File: src/verilog/uafs_pkg.sv
// package: register map, field positions, reset values and timing for the serial frame block
package uafs_pkg;
  // register byte offsets
  localparam logic [7:0] UAFS_OFF_MODE = 8'h00;
  localparam logic [7:0] UAFS_OFF_STAT = 8'h04;
  localparam logic [7:0] UAFS_OFF_ISTS = 8'h08;
  localparam logic [7:0] UAFS_OFF_IMSK = 8'h0C;
  localparam logic [7:0] UAFS_OFF_DIV = 8'h10;
  localparam logic [7:0] UAFS_OFF_TXD = 8'h14;
  // serial_mode_control fields
  localparam int UAFS_MODE_IRENC = 12;
  localparam int UAFS_MODE_HSPEED = 3;
  localparam int UAFS_MODE_DPS_LO = 1;
  localparam int UAFS_MODE_STOP = 0;
  localparam logic [15:0] UAFS_MODE_RST = 16'h0000;
  // serial_status_control fields
  localparam int UAFS_STAT_TXIM1 = 15;
  localparam int UAFS_STAT_INV = 14;
  localparam int UAFS_STAT_TXIM0 = 13;
  localparam int UAFS_STAT_BRK = 11;
  localparam int UAFS_STAT_EN = 10;
  localparam int UAFS_STAT_BFULL = 9;
  localparam int UAFS_STAT_SEMPTY = 8;
  localparam int UAFS_STAT_RXIM_LO = 6;
  localparam int UAFS_STAT_ADDEN = 5;
  localparam int UAFS_STAT_RIDLE = 4;
  // interrupt status / mask fields
  localparam int UAFS_INT_LOAD = 0;
  localparam int UAFS_INT_DONE = 1;
  localparam logic [1:0] UAFS_INT_RST = 2'h0;
  localparam logic [15:0] UAFS_DIV_RST = 16'h0000;
  // last rate phase index per bit period (the rate multiple minus one)
  localparam logic [3:0] UAFS_MULT_HS = 4'h3;
  localparam logic [3:0] UAFS_MULT_STD = 4'hF;
  // data/parity selections
  typedef enum logic [1:0] {
    UAFS_DP_8N = 2'b00,
    UAFS_DP_8E = 2'b01,
    UAFS_DP_8O = 2'b10,
    UAFS_DP_9N = 2'b11
  } uafs_dps_t;
  typedef enum logic [2:0] {
    UAFS_TX_IDLE = 3'b000,
    UAFS_TX_START = 3'b001,
    UAFS_TX_DATA = 3'b010,
    UAFS_TX_PAR = 3'b011,
    UAFS_TX_STOP = 3'b100
  } uafs_txst_t;
endpackage

File: src/verilog/uafs_rate_if.sv
// interface: link between the transmitter and its bit-rate generator
`timescale 1ns/1ps
interface uafs_rate_if;
  logic [15:0] divisor;
  logic high_speed_rate_select;
  logic run;
  logic bit_tick;
  modport gen (input divisor, input high_speed_rate_select, input run, output bit_tick);
  modport user (output divisor, output high_speed_rate_select, output run, input bit_tick);
endinterface

File: src/verilog/uafs_rate_generator.sv
// module: rate generator, one pulse per serial bit period
`timescale 1ns/1ps
module uafs_rate_generator
  import uafs_pkg::*;
(
  // clock and reset
  input wire logic pclk,
  input wire logic presetn,
  // transmitter side
  uafs_rate_if.gen rif
);
  logic [15:0] div_cnt_q, div_cnt_d;
  logic [3:0] phase_q, phase_d;
  logic tick_q, tick_d;
  logic [3:0] last_phase;

  always_comb begin
    last_phase = rif.high_speed_rate_select ? UAFS_MULT_HS : UAFS_MULT_STD;
    div_cnt_d = div_cnt_q;
    phase_d = phase_q;
    tick_d = 1'b0;
    // restart while idle so a frame always begins on a whole bit period
    if (!rif.run) begin
      div_cnt_d = rif.divisor;
      phase_d = 4'h0;
    end else if (div_cnt_q == 16'h0000) begin
      div_cnt_d = rif.divisor;
      if (phase_q >= last_phase) begin
        phase_d = 4'h0;
        tick_d = 1'b1;
      end else begin
        phase_d = phase_q + 4'h1;
      end
    end else begin
      div_cnt_d = div_cnt_q - 16'h0001;
    end
  end

  always_ff @(posedge pclk or negedge presetn) begin
    if (!presetn) begin
      div_cnt_q <= UAFS_DIV_RST;
      phase_q <= 4'h0;
      tick_q <= 1'b0;
    end else begin
      div_cnt_q <= div_cnt_d;
      phase_q <= phase_d;
      tick_q <= tick_d;
    end
  end

  assign rif.bit_tick = tick_q;
endmodule

File: src/verilog/uafs_serial_port.sv
// module: serial port frame format, status/control registers and transmitter, APB slave
// Functional notes
// - With the high-speed option set, a bit period is four divisor periods of the rate generator.
// - With the high-speed option clear, a bit period is sixteen divisor periods of the rate generator.
// - Data/parity select 11 sends nine data bits and no parity bit.
// - Data/parity select 10, 01, 00 sends eight data bits with odd, even or no parity.
// - Stop-count select set ends each character with two stop bits, clear with one.
// - With infrared encoding off, polarity invert set idles the line low, clear idles it high.
//
// Register access over APB and the register offsets were chosen for this implementation.
`timescale 1ns/1ps
module uafs_serial_port
  import uafs_pkg::*;
(
  // clock and reset
  input wire logic pclk,
  input wire logic presetn,
  // apb slave
  input wire logic psel,
  input wire logic penable,
  input wire logic pwrite,
  input wire logic [7:0] paddr,
  input wire logic [31:0] pwdata,
  output logic [31:0] prdata,
  output logic pready,
  output logic pslverr,
  // serial line and interrupt
  output logic serial_transmit_line,
  output logic irq
);
  uafs_rate_if rif ();

  // register state
  logic [15:0] mode_q, mode_d;
  logic [1:0] txim_q, txim_d;
  logic [1:0] rxim_q, rxim_d;
  logic inv_q, inv_d, brk_q, brk_d, en_q, en_d, adden_q, adden_d;
  logic [1:0] ists_q, ists_d, imsk_q, imsk_d;
  logic [15:0] div_q, div_d;
  logic [31:0] prdata_q, prdata_d;
  // transmitter state
  uafs_txst_t st_q, st_d;
  logic [8:0] buf_q, buf_d, sh_q, sh_d;
  logic bfull_q, bfull_d;
  logic [3:0] cnt_q, cnt_d;
  logic par_q, par_d, stop2nd_q, stop2nd_d, line_q, line_d;
  logic ev_load, ev_done, raw;
  logic wr_en, setup;
  uafs_dps_t dps;

  function automatic logic addr_ok(input logic [7:0] a);
    addr_ok = (a == UAFS_OFF_MODE) || (a == UAFS_OFF_STAT) || (a == UAFS_OFF_ISTS) ||
              (a == UAFS_OFF_IMSK) || (a == UAFS_OFF_DIV) || (a == UAFS_OFF_TXD);
  endfunction

  function automatic logic [15:0] stat_word(input logic [1:0] txim, input logic inv,
                                            input logic brk, input logic en,
                                            input logic bfull, input logic sempty,
                                            input logic [1:0] rxim, input logic adden);
    stat_word = 16'h0000;
    stat_word[UAFS_STAT_TXIM1] = txim[1];
    stat_word[UAFS_STAT_INV] = inv;
    stat_word[UAFS_STAT_TXIM0] = txim[0];
    stat_word[UAFS_STAT_BRK] = brk;
    stat_word[UAFS_STAT_EN] = en;
    stat_word[UAFS_STAT_BFULL] = bfull;
    stat_word[UAFS_STAT_SEMPTY] = sempty;
    stat_word[UAFS_STAT_RXIM_LO +: 2] = rxim;
    stat_word[UAFS_STAT_ADDEN] = adden;
    // receiver is not built: it always reads idle with no errors
    stat_word[UAFS_STAT_RIDLE] = 1'b1;
  endfunction

  assign setup = psel && !penable;
  assign wr_en = psel && penable && pwrite && addr_ok(paddr);
  assign pready = 1'b1;
  assign pslverr = psel && penable && !addr_ok(paddr);
  assign prdata = prdata_q;
  assign dps = uafs_dps_t'(mode_q[UAFS_MODE_DPS_LO +: 2]);

  // register file
  always_comb begin
    mode_d = mode_q;
    txim_d = txim_q;
    rxim_d = rxim_q;
    inv_d = inv_q;
    brk_d = brk_q;
    en_d = en_q;
    adden_d = adden_q;
    imsk_d = imsk_q;
    div_d = div_q;
    ists_d = ists_q;
    prdata_d = prdata_q;
    // read data is captured in the setup phase so the access phase needs no wait
    if (setup) begin
      unique case (paddr)
        UAFS_OFF_MODE: prdata_d = {16'h0000, mode_q};
        UAFS_OFF_STAT: prdata_d = {16'h0000, stat_word(txim_q, inv_q, brk_q, en_q, bfull_q,
                                   (st_q == UAFS_TX_IDLE) && !bfull_q, rxim_q, adden_q)};
        UAFS_OFF_ISTS: prdata_d = {30'h0, ists_q};
        UAFS_OFF_IMSK: prdata_d = {30'h0, imsk_q};
        UAFS_OFF_DIV: prdata_d = {16'h0000, div_q};
        default: prdata_d = 32'h0000_0000;
      endcase
    end
    if (wr_en) begin
      unique case (paddr)
        UAFS_OFF_MODE: mode_d = pwdata[15:0];
        UAFS_OFF_STAT: begin
          txim_d = {pwdata[UAFS_STAT_TXIM1], pwdata[UAFS_STAT_TXIM0]};
          inv_d = pwdata[UAFS_STAT_INV];
          brk_d = pwdata[UAFS_STAT_BRK];
          en_d = pwdata[UAFS_STAT_EN];
          rxim_d = pwdata[UAFS_STAT_RXIM_LO +: 2];
          adden_d = pwdata[UAFS_STAT_ADDEN];
        end
        UAFS_OFF_ISTS: ists_d = ists_q & ~pwdata[1:0];
        UAFS_OFF_IMSK: imsk_d = pwdata[1:0];
        UAFS_OFF_DIV: div_d = pwdata[15:0];
        default: ;
      endcase
    end
    // a new event outranks a clear written in the same cycle
    ists_d[UAFS_INT_LOAD] = ists_d[UAFS_INT_LOAD] | ev_load;
    ists_d[UAFS_INT_DONE] = ists_d[UAFS_INT_DONE] | ev_done;
  end

  always_ff @(posedge pclk or negedge presetn) begin
    if (!presetn) begin
      mode_q <= UAFS_MODE_RST;
      txim_q <= 2'h0;
      rxim_q <= 2'h0;
      inv_q <= 1'b0;
      brk_q <= 1'b0;
      en_q <= 1'b0;
      adden_q <= 1'b0;
      ists_q <= UAFS_INT_RST;
      imsk_q <= UAFS_INT_RST;
      div_q <= UAFS_DIV_RST;
      prdata_q <= 32'h0000_0000;
    end else begin
      mode_q <= mode_d;
      txim_q <= txim_d;
      rxim_q <= rxim_d;
      inv_q <= inv_d;
      brk_q <= brk_d;
      en_q <= en_d;
      adden_q <= adden_d;
      ists_q <= ists_d;
      imsk_q <= imsk_d;
      div_q <= div_d;
      prdata_q <= prdata_d;
    end
  end

  assign irq = |(ists_q & imsk_q);

  // rate generator hookup
  assign rif.divisor = div_q;
  assign rif.high_speed_rate_select = mode_q[UAFS_MODE_HSPEED];
  assign rif.run = (st_q != UAFS_TX_IDLE);

  uafs_rate_generator u_rate (
    .pclk(pclk),
    .presetn(presetn),
    .rif(rif)
  );

  // transmitter
  always_comb begin
    st_d = st_q;
    buf_d = buf_q;
    bfull_d = bfull_q;
    sh_d = sh_q;
    cnt_d = cnt_q;
    par_d = par_q;
    stop2nd_d = stop2nd_q;
    ev_load = 1'b0;
    ev_done = 1'b0;
    raw = 1'b1;
    // a full holding buffer ignores further data writes
    if (wr_en && (paddr == UAFS_OFF_TXD) && en_q && !bfull_q) begin
      buf_d = pwdata[8:0];
      bfull_d = 1'b1;
    end
    unique case (st_q)
      UAFS_TX_IDLE: begin
        if (bfull_q && en_q) begin
          sh_d = (dps == UAFS_DP_9N) ? buf_q : {1'b0, buf_q[7:0]};
          par_d = (dps == UAFS_DP_8O) ? ~^buf_q[7:0] : ^buf_q[7:0];
          bfull_d = 1'b0;
          cnt_d = 4'h0;
          stop2nd_d = 1'b0;
          ev_load = 1'b1;
          st_d = UAFS_TX_START;
        end
      end
      UAFS_TX_START: begin
        raw = 1'b0;
        if (rif.bit_tick) begin
          st_d = UAFS_TX_DATA;
        end
      end
      UAFS_TX_DATA: begin
        raw = sh_q[0];
        if (rif.bit_tick) begin
          sh_d = {1'b0, sh_q[8:1]};
          cnt_d = cnt_q + 4'h1;
          if (cnt_q == ((dps == UAFS_DP_9N) ? 4'h8 : 4'h7)) begin
            st_d = ((dps == UAFS_DP_8E) || (dps == UAFS_DP_8O)) ? UAFS_TX_PAR
                                                                : UAFS_TX_STOP;
          end
        end
      end
      UAFS_TX_PAR: begin
        raw = par_q;
        if (rif.bit_tick) begin
          st_d = UAFS_TX_STOP;
        end
      end
      UAFS_TX_STOP: begin
        raw = 1'b1;
        if (rif.bit_tick) begin
          if (mode_q[UAFS_MODE_STOP] && !stop2nd_q) begin
            stop2nd_d = 1'b1;
          end else begin
            ev_done = 1'b1;
            st_d = UAFS_TX_IDLE;
          end
        end
      end
      default: st_d = UAFS_TX_IDLE;
    endcase
    // disabling aborts the frame and drops any held character
    if (!en_q) begin
      st_d = UAFS_TX_IDLE;
      bfull_d = 1'b0;
    end
    // break forces space; inversion only applies with infrared encoding off
    line_d = (brk_q ? 1'b0 : raw) ^ (inv_q && !mode_q[UAFS_MODE_IRENC]);
  end

  always_ff @(posedge pclk or negedge presetn) begin
    if (!presetn) begin
      st_q <= UAFS_TX_IDLE;
      buf_q <= 9'h000;
      bfull_q <= 1'b0;
      sh_q <= 9'h000;
      cnt_q <= 4'h0;
      par_q <= 1'b0;
      stop2nd_q <= 1'b0;
      line_q <= 1'b1;
    end else begin
      st_q <= st_d;
      buf_q <= buf_d;
      bfull_q <= bfull_d;
      sh_q <= sh_d;
      cnt_q <= cnt_d;
      par_q <= par_d;
      stop2nd_q <= stop2nd_d;
      line_q <= line_d;
    end
  end

  assign serial_transmit_line = line_q;
endmodule

File: config.mk
export PLATFORM = sky130hd
export DESIGN_NAME = uafs_serial_port
export DESIGN_NICKNAME = d
export VERILOG_FILES = /design/src/verilog/uafs_pkg.sv /design/src/verilog/uafs_rate_if.sv /design/src/verilog/uafs_rate_generator.sv /design/src/verilog/uafs_serial_port.sv
export SDC_FILE = /design/constraint.sdc
export NUM_CORES = 1
export LEC_CHECK = 0
export CORE_MARGIN = 2
export CORE_UTILIZATION = 40
export DETAILED_ROUTE_END_ITERATION = 8
export DONT_BUFFER_PORTS = 1
export GPL_ROUTABILITY_DRIVEN = 1
export PLACE_DENSITY = 0.51
export SETUP_SLACK_MARGIN = 0.1
export SLEW_MARGIN = 20
export SYNTH_ARGS = -nofsm -noshare
export SYNTH_HDL_FRONTEND = slang
export SYNTH_SLANG_ARGS = --single-unit
File: constraint.sdc
create_clock -name pclk -period 5.4 [get_ports pclk]
set_input_delay 0.54 -clock pclk [delete_from_list [all_inputs] [get_ports pclk]]
set_output_delay 0.54 -clock pclk [all_outputs]
set_load 0.01 [all_outputs]
Yosys cells after proc, flatten, opt, wreduce, memory -nomap -nowiden
Cells that the tools add are included.
{"block": "op_classes", "n_reduce_logical": 40, "n_eq_ne": 25, "n_bitwise": 6, "div_mod_pow": 0, "order_cmp": 1, "muxes": 46, "n_addsub": 3, "n_mul": 0, "n_shift": 0}
{"cell": "16-bit case mux with 5 select lines", "count": 1}
{"cell": "16-bit two-way mux", "count": 2}
{"cell": "4-bit two-way mux", "count": 7}
{"cell": "3-bit two-way mux", "count": 9}
{"cell": "9-bit two-way mux", "count": 3}
{"cell": "9-bit case mux with 2 select lines", "count": 1}
{"cell": "1-bit two-way mux", "count": 17}
{"cell": "8-bit by 4-bit equality test with 1-bit output (second input constant)", "count": 2}
{"cell": "8-bit by 5-bit equality test with 1-bit output (second input constant)", "count": 2}
{"cell": "16-bit zero test", "count": 1}
{"cell": "16-bit by 1-bit subtractor with 16-bit output (second input constant)", "count": 1}
{"cell": "3-bit by 2-bit != test with 1-bit output (second input constant)", "count": 5}
{"cell": "3-bit case mux with 5 select lines", "count": 1}
{"cell": "1-bit logical AND", "count": 12}
{"cell": "2-bit AND reduction", "count": 5}
{"cell": "4-bit by 1-bit adder with 4-bit output (second input constant)", "count": 2}
{"cell": "8-bit by 3-bit equality test with 1-bit output (second input constant)", "count": 1}
{"cell": "8-bit zero test", "count": 1}
{"cell": "4-bit case mux with 2 select lines", "count": 1}
{"cell": "8-bit XNOR reduction", "count": 1}
{"cell": "8-bit parity", "count": 1}
{"cell": "7-bit AND reduction", "count": 1}
{"cell": "3-bit by 2-bit equality test with 1-bit output (second input constant)", "count": 2}
{"cell": "1-bit logical OR", "count": 6}
{"cell": "23 further kinds", "count": 36}
{"block": "word_totals", "rom_bits": 0, "mem_bits_rw": 0, "input_bits": 45, "latch_bits": 0, "memories": 0, "reg_bits": 126}

Logic depth before layout (Yosys ltp)
Gate-level depths: netlist of run 1.
{"block": "logic_depth", "depth_word": 14, "ltp_mapped": 9, "ltp_nobuf": 7}

Modules after synthesis
Synthesis of run 1 repeated with hierarchy kept, for this count alone.
{"block": "hier_totals", "hier_cells": 470, "hier_area_um2": 5602.9}
{"module": "uafs_serial_port", "area_per_inst_um2": 4289.1, "cells_per_inst": 356, "instances": 1}
{"module": "uafs_rate_generator", "area_per_inst_um2": 1313.8, "cells_per_inst": 114, "instances": 1}

Worst setup path before layout of run 1
No wires, ideal clock.
{"block": "synth_path", "kind": "flip-flop to flip-flop", "from": "register u_rate.div_cnt_q[0]", "to": "register u_rate.div_cnt_q[10]", "required_time_ns": 5.323, "path_stages_with_launch": 8, "arrival_ns": 2.157, "n_path_buf": 0, "path_slack_ns": 3.165, "path_cell_list": "dfrtp_1 inv_1 ha_1 or3b_4 or2_2 or4_2 xor2_1 a21oi_1"}
{"block": "synth_between", "elab_chain_len": 3, "elab_cells_between_ends": 4, "classes_between": "add/sub: 1; mux: 2; reduce/logical: 1"}
{"item": "from (decl)", "line_no": "uafs_rate_generator.sv:12", "rtl": "logic [15:0] div_cnt_q, div_cnt_d;"}
{"item": "from (signal assigned)", "line_no": "uafs_rate_generator.sv:45", "rtl": "div_cnt_q <= div_cnt_d;"}
{"item": "16-bit by 1-bit subtractor with 16-bit output or 16-bit zero test (tied branches)", "line_no": "uafs_rate_generator.sv:35, uafs_rate_generator.sv:26"}
{"item": "16-bit two-way mux *", "line_no": "uafs_rate_generator.sv:26", "rtl": "end else if (div_cnt_q == 16'h0000) begin"}
{"item": "16-bit two-way mux *", "line_no": "uafs_rate_generator.sv:23", "rtl": "if (!rif.run) begin"}
{"item": "named net u_rate.div_cnt_d[10]", "line_no": "uafs_rate_generator.sv:12"}
Mark *: on every way through the listed nets, which the timed path passes. The rest lies on a longest branch.
A chain may end at the register's enable or synchronous reset.

Worst setup path after layout of run 1
{"block": "layout_path", "from": "input paddr[1]", "to": "register mode_q[4]"}
{"block": "layout_between", "elab_chain_len": 8, "elab_cells_between_ends": 13, "classes_between": "eq/ne: 5; reduce/logical: 8"}
{"item": "from (decl)", "line_no": "uafs_serial_port.sv:22", "rtl": "input wire logic [7:0] paddr,"}
{"item": "8-bit by 3-bit equality test with 1-bit output or 8-bit zero test (tied branches)", "line_no": "uafs_serial_port.sv:52, uafs_serial_port.sv:107"}
{"item": "1-bit logical OR (3 in a row)", "line_no": "uafs_serial_port.sv:52", "rtl": "addr_ok = (a == UAFS_OFF_MODE) || (a == UAFS_OFF_STAT) || (a == UAFS_OFF_ISTS) ||"}
{"item": "1-bit logical OR (2 in a row)", "line_no": "uafs_serial_port.sv:53", "rtl": "(a == UAFS_OFF_IMSK) || (a == UAFS_OFF_DIV) || (a == UAFS_OFF_TXD);"}
{"item": "1-bit logical AND", "line_no": "uafs_serial_port.sv:75", "rtl": "assign wr_en = psel && penable && pwrite && addr_ok(paddr);"}
{"item": "2-bit AND reduction (no line) *"}
{"item": "to (signal assigned)", "line_no": "uafs_serial_port.sv:142", "rtl": "mode_q <= mode_d;"}
{"item": "to (decl)", "line_no": "uafs_serial_port.sv:34", "rtl": "logic [15:0] mode_q, mode_d;"}
Every way passes the cells marked *; elsewhere a longest branch is shown, timed or not.

==> results.json, run 1 <==
{
  "comb_power_share": 0.045,
  "drc_errors": 0,
  "via_count": 3508,
  "grt_max_degree": 110,
  "yosysTopAreaCell": "dfrtp_1",
  "drt-total-wl_um": 11800,
  "peakVddDrop_mv": 0.190,
  "final_util": 0.441,
  "drive_gt1_frac": 0.172,
  "antenna_cells": 0,
  "worst_pin_slew_ns": 1.09,
  "p_sw_frac": 0.215,
  "ys_seq_area_frac": 0.510,
  "min_period_over_period": 0.530,
  "numCtsBuffers": 9,
  "synth_cell_types": 58,
  "layout.nets": 540,
  "syn_inst": 496,
  "grt_pass1_wl_um": 19500,
  "ys_warn_count": 0,
  "io_buffers": 0,
  "cts_buffer_depth": 2,
  "tritoncts": "yes",
  "finalInstanceArea_um2": 5820,
  "first_iter_violations": 161,
  "setup_viol": 0,
  "fmax_ghz": 0.349,
  "clkTransAtPathRegs_ns": 0.07,
  "critical_path_class": "input pin to flip-flop",
  "power.density_nw_per_um2": 279,
  "vias_per_cell": 5.24,
  "track_usage": 0.176,
  "synth.area.top_cells": "dfrtp_1 51%, mux2_2 11%, mux2i_1 4.6%",
  "total_power_mw": 1.62,
  "cp_max_fo": 16,
  "maxSlewViolCount": 0,
  "r2r_cells": 7,
  "final_antenna_net_count": 0,
  "r2r_setup_slack_ns": 2.72,
  "crit_arrival_ns": 3.09,
  "cts_sinks": 110,
  "syn_to_final_growth_pct": 7.81,
  "syn_area_um2": 5400,
  "place_ws_ns": 2.10,
  "clkLatencyLatePin_ns": 0.34,
  "die_h_um": 120,
  "hpwlAfterDp_um": 8270,
  "start_kind": "input pin",
  "dp_cells": 652,
  "yosys.area.top_type_share": 0.505,
  "p_sw_uw": 348,
  "final.setup.tns_ns": 0,
  "fp-row-count": 42,
  "synth_ff_type": "dfrtp_1",
  "synth_common_cells": "109 x dfrtp_1, 51 x mux2_2, 51 x nor2_1, 37 x a21oi_1, 34 x nand2_1",
  "hold_ws_ns": 0.0327,
  "seqPwrFrac": 0.512,
  "fin_skew_ns": 0.00903,
  "overflow": 0,
  "intPower_mw": 1.27,
  "ctsResizeCount": 0,
  "cp-endpoint": "mode_q[4]",
  "die_w_um": 120,
  "syn_avg_cell_area_um2": 10.9,
  "htreeDepth": 3,
  "stdcell_count": 669,
  "drv_cap": 0,
  "synth_edf_count": 0,
  "place_congestion": 0.765,
  "rsz0062_at_grt": "no",
  "ys_ff_latch": 110,
  "die_area_um2": 14400,
  "setup_slack_ns": 2.54,
  "crit_path_end_kind": "flip-flop",
  "relSlewSlack": 0.267,
  "r2r_start": "u_rate.div_cnt_q[0]",
  "clock-root-buffer": "clkbuf_16",
  "run_status": "complete, no violations",
  "antenna_found_initial": 0,
  "async_reset_ff_frac": 1.00,
  "hold_path.class": "input pin to async pin",
  "p_clk_frac": 0.443,
  "wl_per_cell_um": 17.6,
  "hold_violations": 0,
  "start_util": 0.409,
  "crit_start": "paddr[1]",
  "core_area_um2": 13200,
  "crit_required_ns": 5.62,
  "yosysMostFrequentCell": "dfrtp_1",
  "leakagePower_nw": 2.77,
  "grt_pass1_vias": 3554,
  "first_pass_iters": 7,
  "pin_count": 81,
  "fin_crit_ns": 2.86,
  "reg2reg_to": "u_rate.div_cnt_q[0]",
  "place_area_um2": 5470,
  "fillers": 1253
}
-- worst max-delay path, cell delays in order --
cell and delay [ns]:
nor3_1 0.18, nor4b_2 0.72, nand4b_1 1.03, mux2_2 0.61
-- worst min-delay path by stage --
stage / slack, ns / endpoint / startpoint
global placement: 0.25 / div_q[9] / presetn
detailed placement: 0.25 / mode_q[9] / presetn
floorplan: 0.24 / adden_q / presetn
CTS: 0.02 / serial_transmit_line / presetn
global route: 0.02 / serial_transmit_line / presetn
finish: 0.03 / serial_transmit_line / presetn
-- routing by layer --
layer | track usage | routed length [um]
met1 | 0.247 | 5580
met2 | 0.268 | 5460
met3 | 0.0373 | 489
met4 | 0.0662 | 282
met5 | 0 | 0
-- timing repair --
item                       in CTS  in global routing
hold endpoints to repair      109                  0
buffers inserted                0                  0
hold buffers                    1                  0
setup endpoints to repair       0                  0
-- cells by family (layout without fill, tap and decap cells) --
kind of cell	after synthesis	in the layout	synth area share
compound gates	87	87	0.0943
buf+inv	48	30	0.0510
simple gates	143	143	0.136
other cells	2	17	0.00139
fa+ha+maj	7	7	0.0162
xor+xnor	22	22	0.0357
flops	110	110	0.510
mux	77	77	0.156
-- flip-flops by register name, indices dropped and copies added, names as in the netlist, 2 cells and up --
signal	cells
div_q	16
mode_q	16
prdata	16
u_rate.div_cnt_q	16
buf_q	9
sh_q	9
cnt_q	4
u_rate.phase_q	4
st_q	3
imsk_q	2
ists_q	2
rxim_q	2
txim_q	2
-- cell type report --
cell class              count  area, um^2  share of cell area
clock buffers              11         243              0.0417
repair buffers              5        57.6             0.00989
clock inverters             5        81.3              0.0140
inverters                   9        33.8             0.00580
flip-flops and latches    110        2750               0.473
well taps                 176         220              0.0378
multi-input cells         353        2430               0.418
-- cell usage in the layout (no fill, tap or decap), types with 2 or more instances in the layout --
cell       instances
dfrtp_1          109
nor2_1            51
mux2_2            51
a21oi_1           37
nand2_1           34
mux2i_1           25
o21ai_0           23
conb_1            17
xnor2_1           14
inv_1              9
nor3_1             9
nand3_1            9
clkbuf_16          9
xor2_1             8
ha_1               7
o31ai_1            6
nand4_1            5
or3_1              4
buf_4              4
o21a_1             3
a31oi_1            3
and3_1             3
a21o_1             3
nand2b_1           3
nor3b_1            3
or2_2              2
or4_4              2
or4_1              2
nor4b_2            2
and2_1             2
a311oi_1           2
o22a_1             2
bufinv_16          2
-- power groups by stage --
| stage | clock, mW | combinational (mW) | sequential (mW) |
|---|---|---|---|
| CTS | 0.738 | 0.0750 | 0.830 |
| floorplan | 0 | 0.0612 | 0.846 |
| global route | 0.768 | 0.0836 | 0.831 |
| finish | 0.718 | 0.0734 | 0.831 |
| detailed placement | 0 | 0.0558 | 0.847 |
| global placement | 0 | 0.0554 | 0.847 |
No activity file was read; power rests on OpenSTA's default activity.
==> run 2, diff against run 1 <==
==> constraint.sdc (replaced) <==
create_clock -name pclk -period 3 [get_ports pclk]
set_input_delay 0.3 -clock pclk [delete_from_list [all_inputs] [get_ports pclk]]
set_output_delay 0.3 -clock pclk [all_outputs]
set_load 0.01 [all_outputs]
==> results.json, run 2 (same netlist as run 1, synthesis figures left out) <==
{
  "run_status": "complete, no violations",
  "leakagePower_nw": 2.79,
  "track_usage": 0.183,
  "finalInstanceArea_um2": 5870,
  "antenna_found_initial": 0,
  "final_antenna_net_count": 0,
  "cts_sinks": 110,
  "setup_viol": 0,
  "rsz0062_at_grt": "no",
  "drive_gt1_frac": 0.181,
  "cp_max_fo": 18,
  "p_clk_frac": 0.445,
  "clkLatencyLatePin_ns": 0.35,
  "mostFrequentLayoutCells": "109 x dfrtp_1, 51 x nor2_1, 51 x mux2_2",
  "start_util": 0.409,
  "crit_required_ns": 3.24,
  "ctsResizeCount": 0,
  "syn_to_final_growth_pct": 8.67,
  "seqPwrFrac": 0.509,
  "worst_pin_slew_ns": 0.854,
  "die_h_um": 120,
  "drv_cap": 0,
  "crit_arrival_ns": 2.79,
  "intPower_mw": 2.29,
  "vias_per_cell": 5.24,
  "pin_count": 81,
  "fp-row-count": 42,
  "regArea_um2": 2750,
  "place_congestion": 0.767,
  "via_count": 3529,
  "first_iter_violations": 178,
  "peakVddDrop_mv": 0.395,
  "fillers": 1218,
  "p_sw_frac": 0.221,
  "comb_power_share": 0.046,
  "tritoncts": "yes",
  "overflow": 0,
  "final.setup.tns_ns": 0,
  "hold_ws_ns": 0.0889,
  "mostFrequentLayoutCell": "dfrtp_1",
  "crit_path_end_kind": "flip-flop",
  "core_area_um2": 13200,
  "postCtsSetupBuffers": 0,
  "grt_pass1_wl_um": 20300,
  "min_period_over_period": 0.853,
  "relSlewSlack": 0.430,
  "first_pass_iters": 5,
  "clock-root-buffer": "clkbuf_16",
  "die_w_um": 120,
  "numCtsBuffers": 9,
  "wl_per_cell_um": 18.1,
  "drt-total-wl_um": 12200,
  "hold_path.class": "input pin to flip-flop",
  "power.density_nw_per_um2": 501,
  "fin_skew_ns": 0.00932,
  "antenna_cells": 0,
  "cts_buffer_depth": 2,
  "grt_pass1_vias": 3668,
  "place_area_um2": 5510,
  "critical_path_class": "flip-flop to flip-flop",
  "fin_crit_ns": 2.56,
  "start_kind": "flip-flop",
  "hold_violations": 0,
  "htreeDepth": 3,
  "layout.nets": 546,
  "clkTransAtPathRegs_ns": 0.08,
  "io_buffers": 0,
  "p_sw_uw": 649,
  "fmax_ghz": 0.391,
  "grt_max_degree": 111,
  "maxSlewViolCount": 0,
  "hpwlAfterDp_um": 8410,
  "drc_errors": 0,
  "multi_input_area_um2": 2430,
  "die_area_um2": 14400
}
-- run 2: changes by cell type in the layout (fill, tap and decap cells not counted) --
cell	before	now
inv_6	1	0
dlygate4sd3_1	0	1
clkinv_4	0	1
clkinvlp_4	1	2
clkinv_2	1	0
buf_4	4	9
clkbuf_1	1	0
-- run 2: worst max-delay path, cell delays in order, from the launching register on --
cell and delay [ns]:
dfrtp_1 0.40, inv_1 0.08, ha_1 0.19, or3b_4 0.44, or4_4 0.51, o21a_1 0.40
buf_4 0.28, nor2_1 0.10, a31oi_1 0.05
-- run 2: worst paths after layout --
path | start | endpoint | slack, ns | cells after the start
max | u_rate.div_cnt_q[0] | u_rate.div_cnt_q[3] | 0.44 | 8
min | pwdata[5] | adden_q | 0.09 | 1
max reg2reg | u_rate.div_cnt_q[0] | u_rate.div_cnt_q[3] | 0.44 | 8
min reg2reg | par_q | par_q | 0.49 | 2
max in group asynchronous | presetn | stop2nd_q | 1.96 | 2
min in group asynchronous | presetn | u_rate.phase_q[1] | 0.55 | 2
-- run 2: stage by stage --
step                 util  power [mW]  std cells  setup WS, ns
floorplan               -        1.63        511         0.765
global placement    0.417        1.62        657         0.468
detailed placement  0.417        1.62        657         0.434
CTS                 0.442        2.92        672         0.420
global route        0.445        3.05        674         0.280
finish              0.445        2.94        674         0.442
-- run 2: power by group through the flow --
stage,registers [mW],logic (mW),clock network [mW]
floorplan,1.52,0.110,0
global placement,1.52,0.0994,0
detailed placement,1.52,0.100,0
CTS,1.50,0.101,1.33
global route,1.50,0.152,1.40
finish,1.50,0.134,1.31
-- run 2: metal layers --
| metal | global-route usage | vias to the layer above | part of all wire |
|---|---|---|---|
| met5 | 0 | - | 0 |
| met4 | 0.0735 | 0 | 0.020 |
| met3 | 0.0368 | 11 | 0.034 |
| met2 | 0.279 | 57 | 0.46 |
| met1 | 0.255 | 1740 | 0.49 |
| li1 | - | 1721 | - |
-- run 2: layout make-up --
| type | count | area share |
|---|---|---|
| clock buffer | 10 | 0.0407 |
| inverter | 9 | 0.00576 |
| sequential | 110 | 0.469 |
| clock inverter | 5 | 0.0143 |
| multi-input combinational | 353 | 0.414 |
| tap | 176 | 0.0375 |
| timing repair buffer | 11 | 0.0179 |
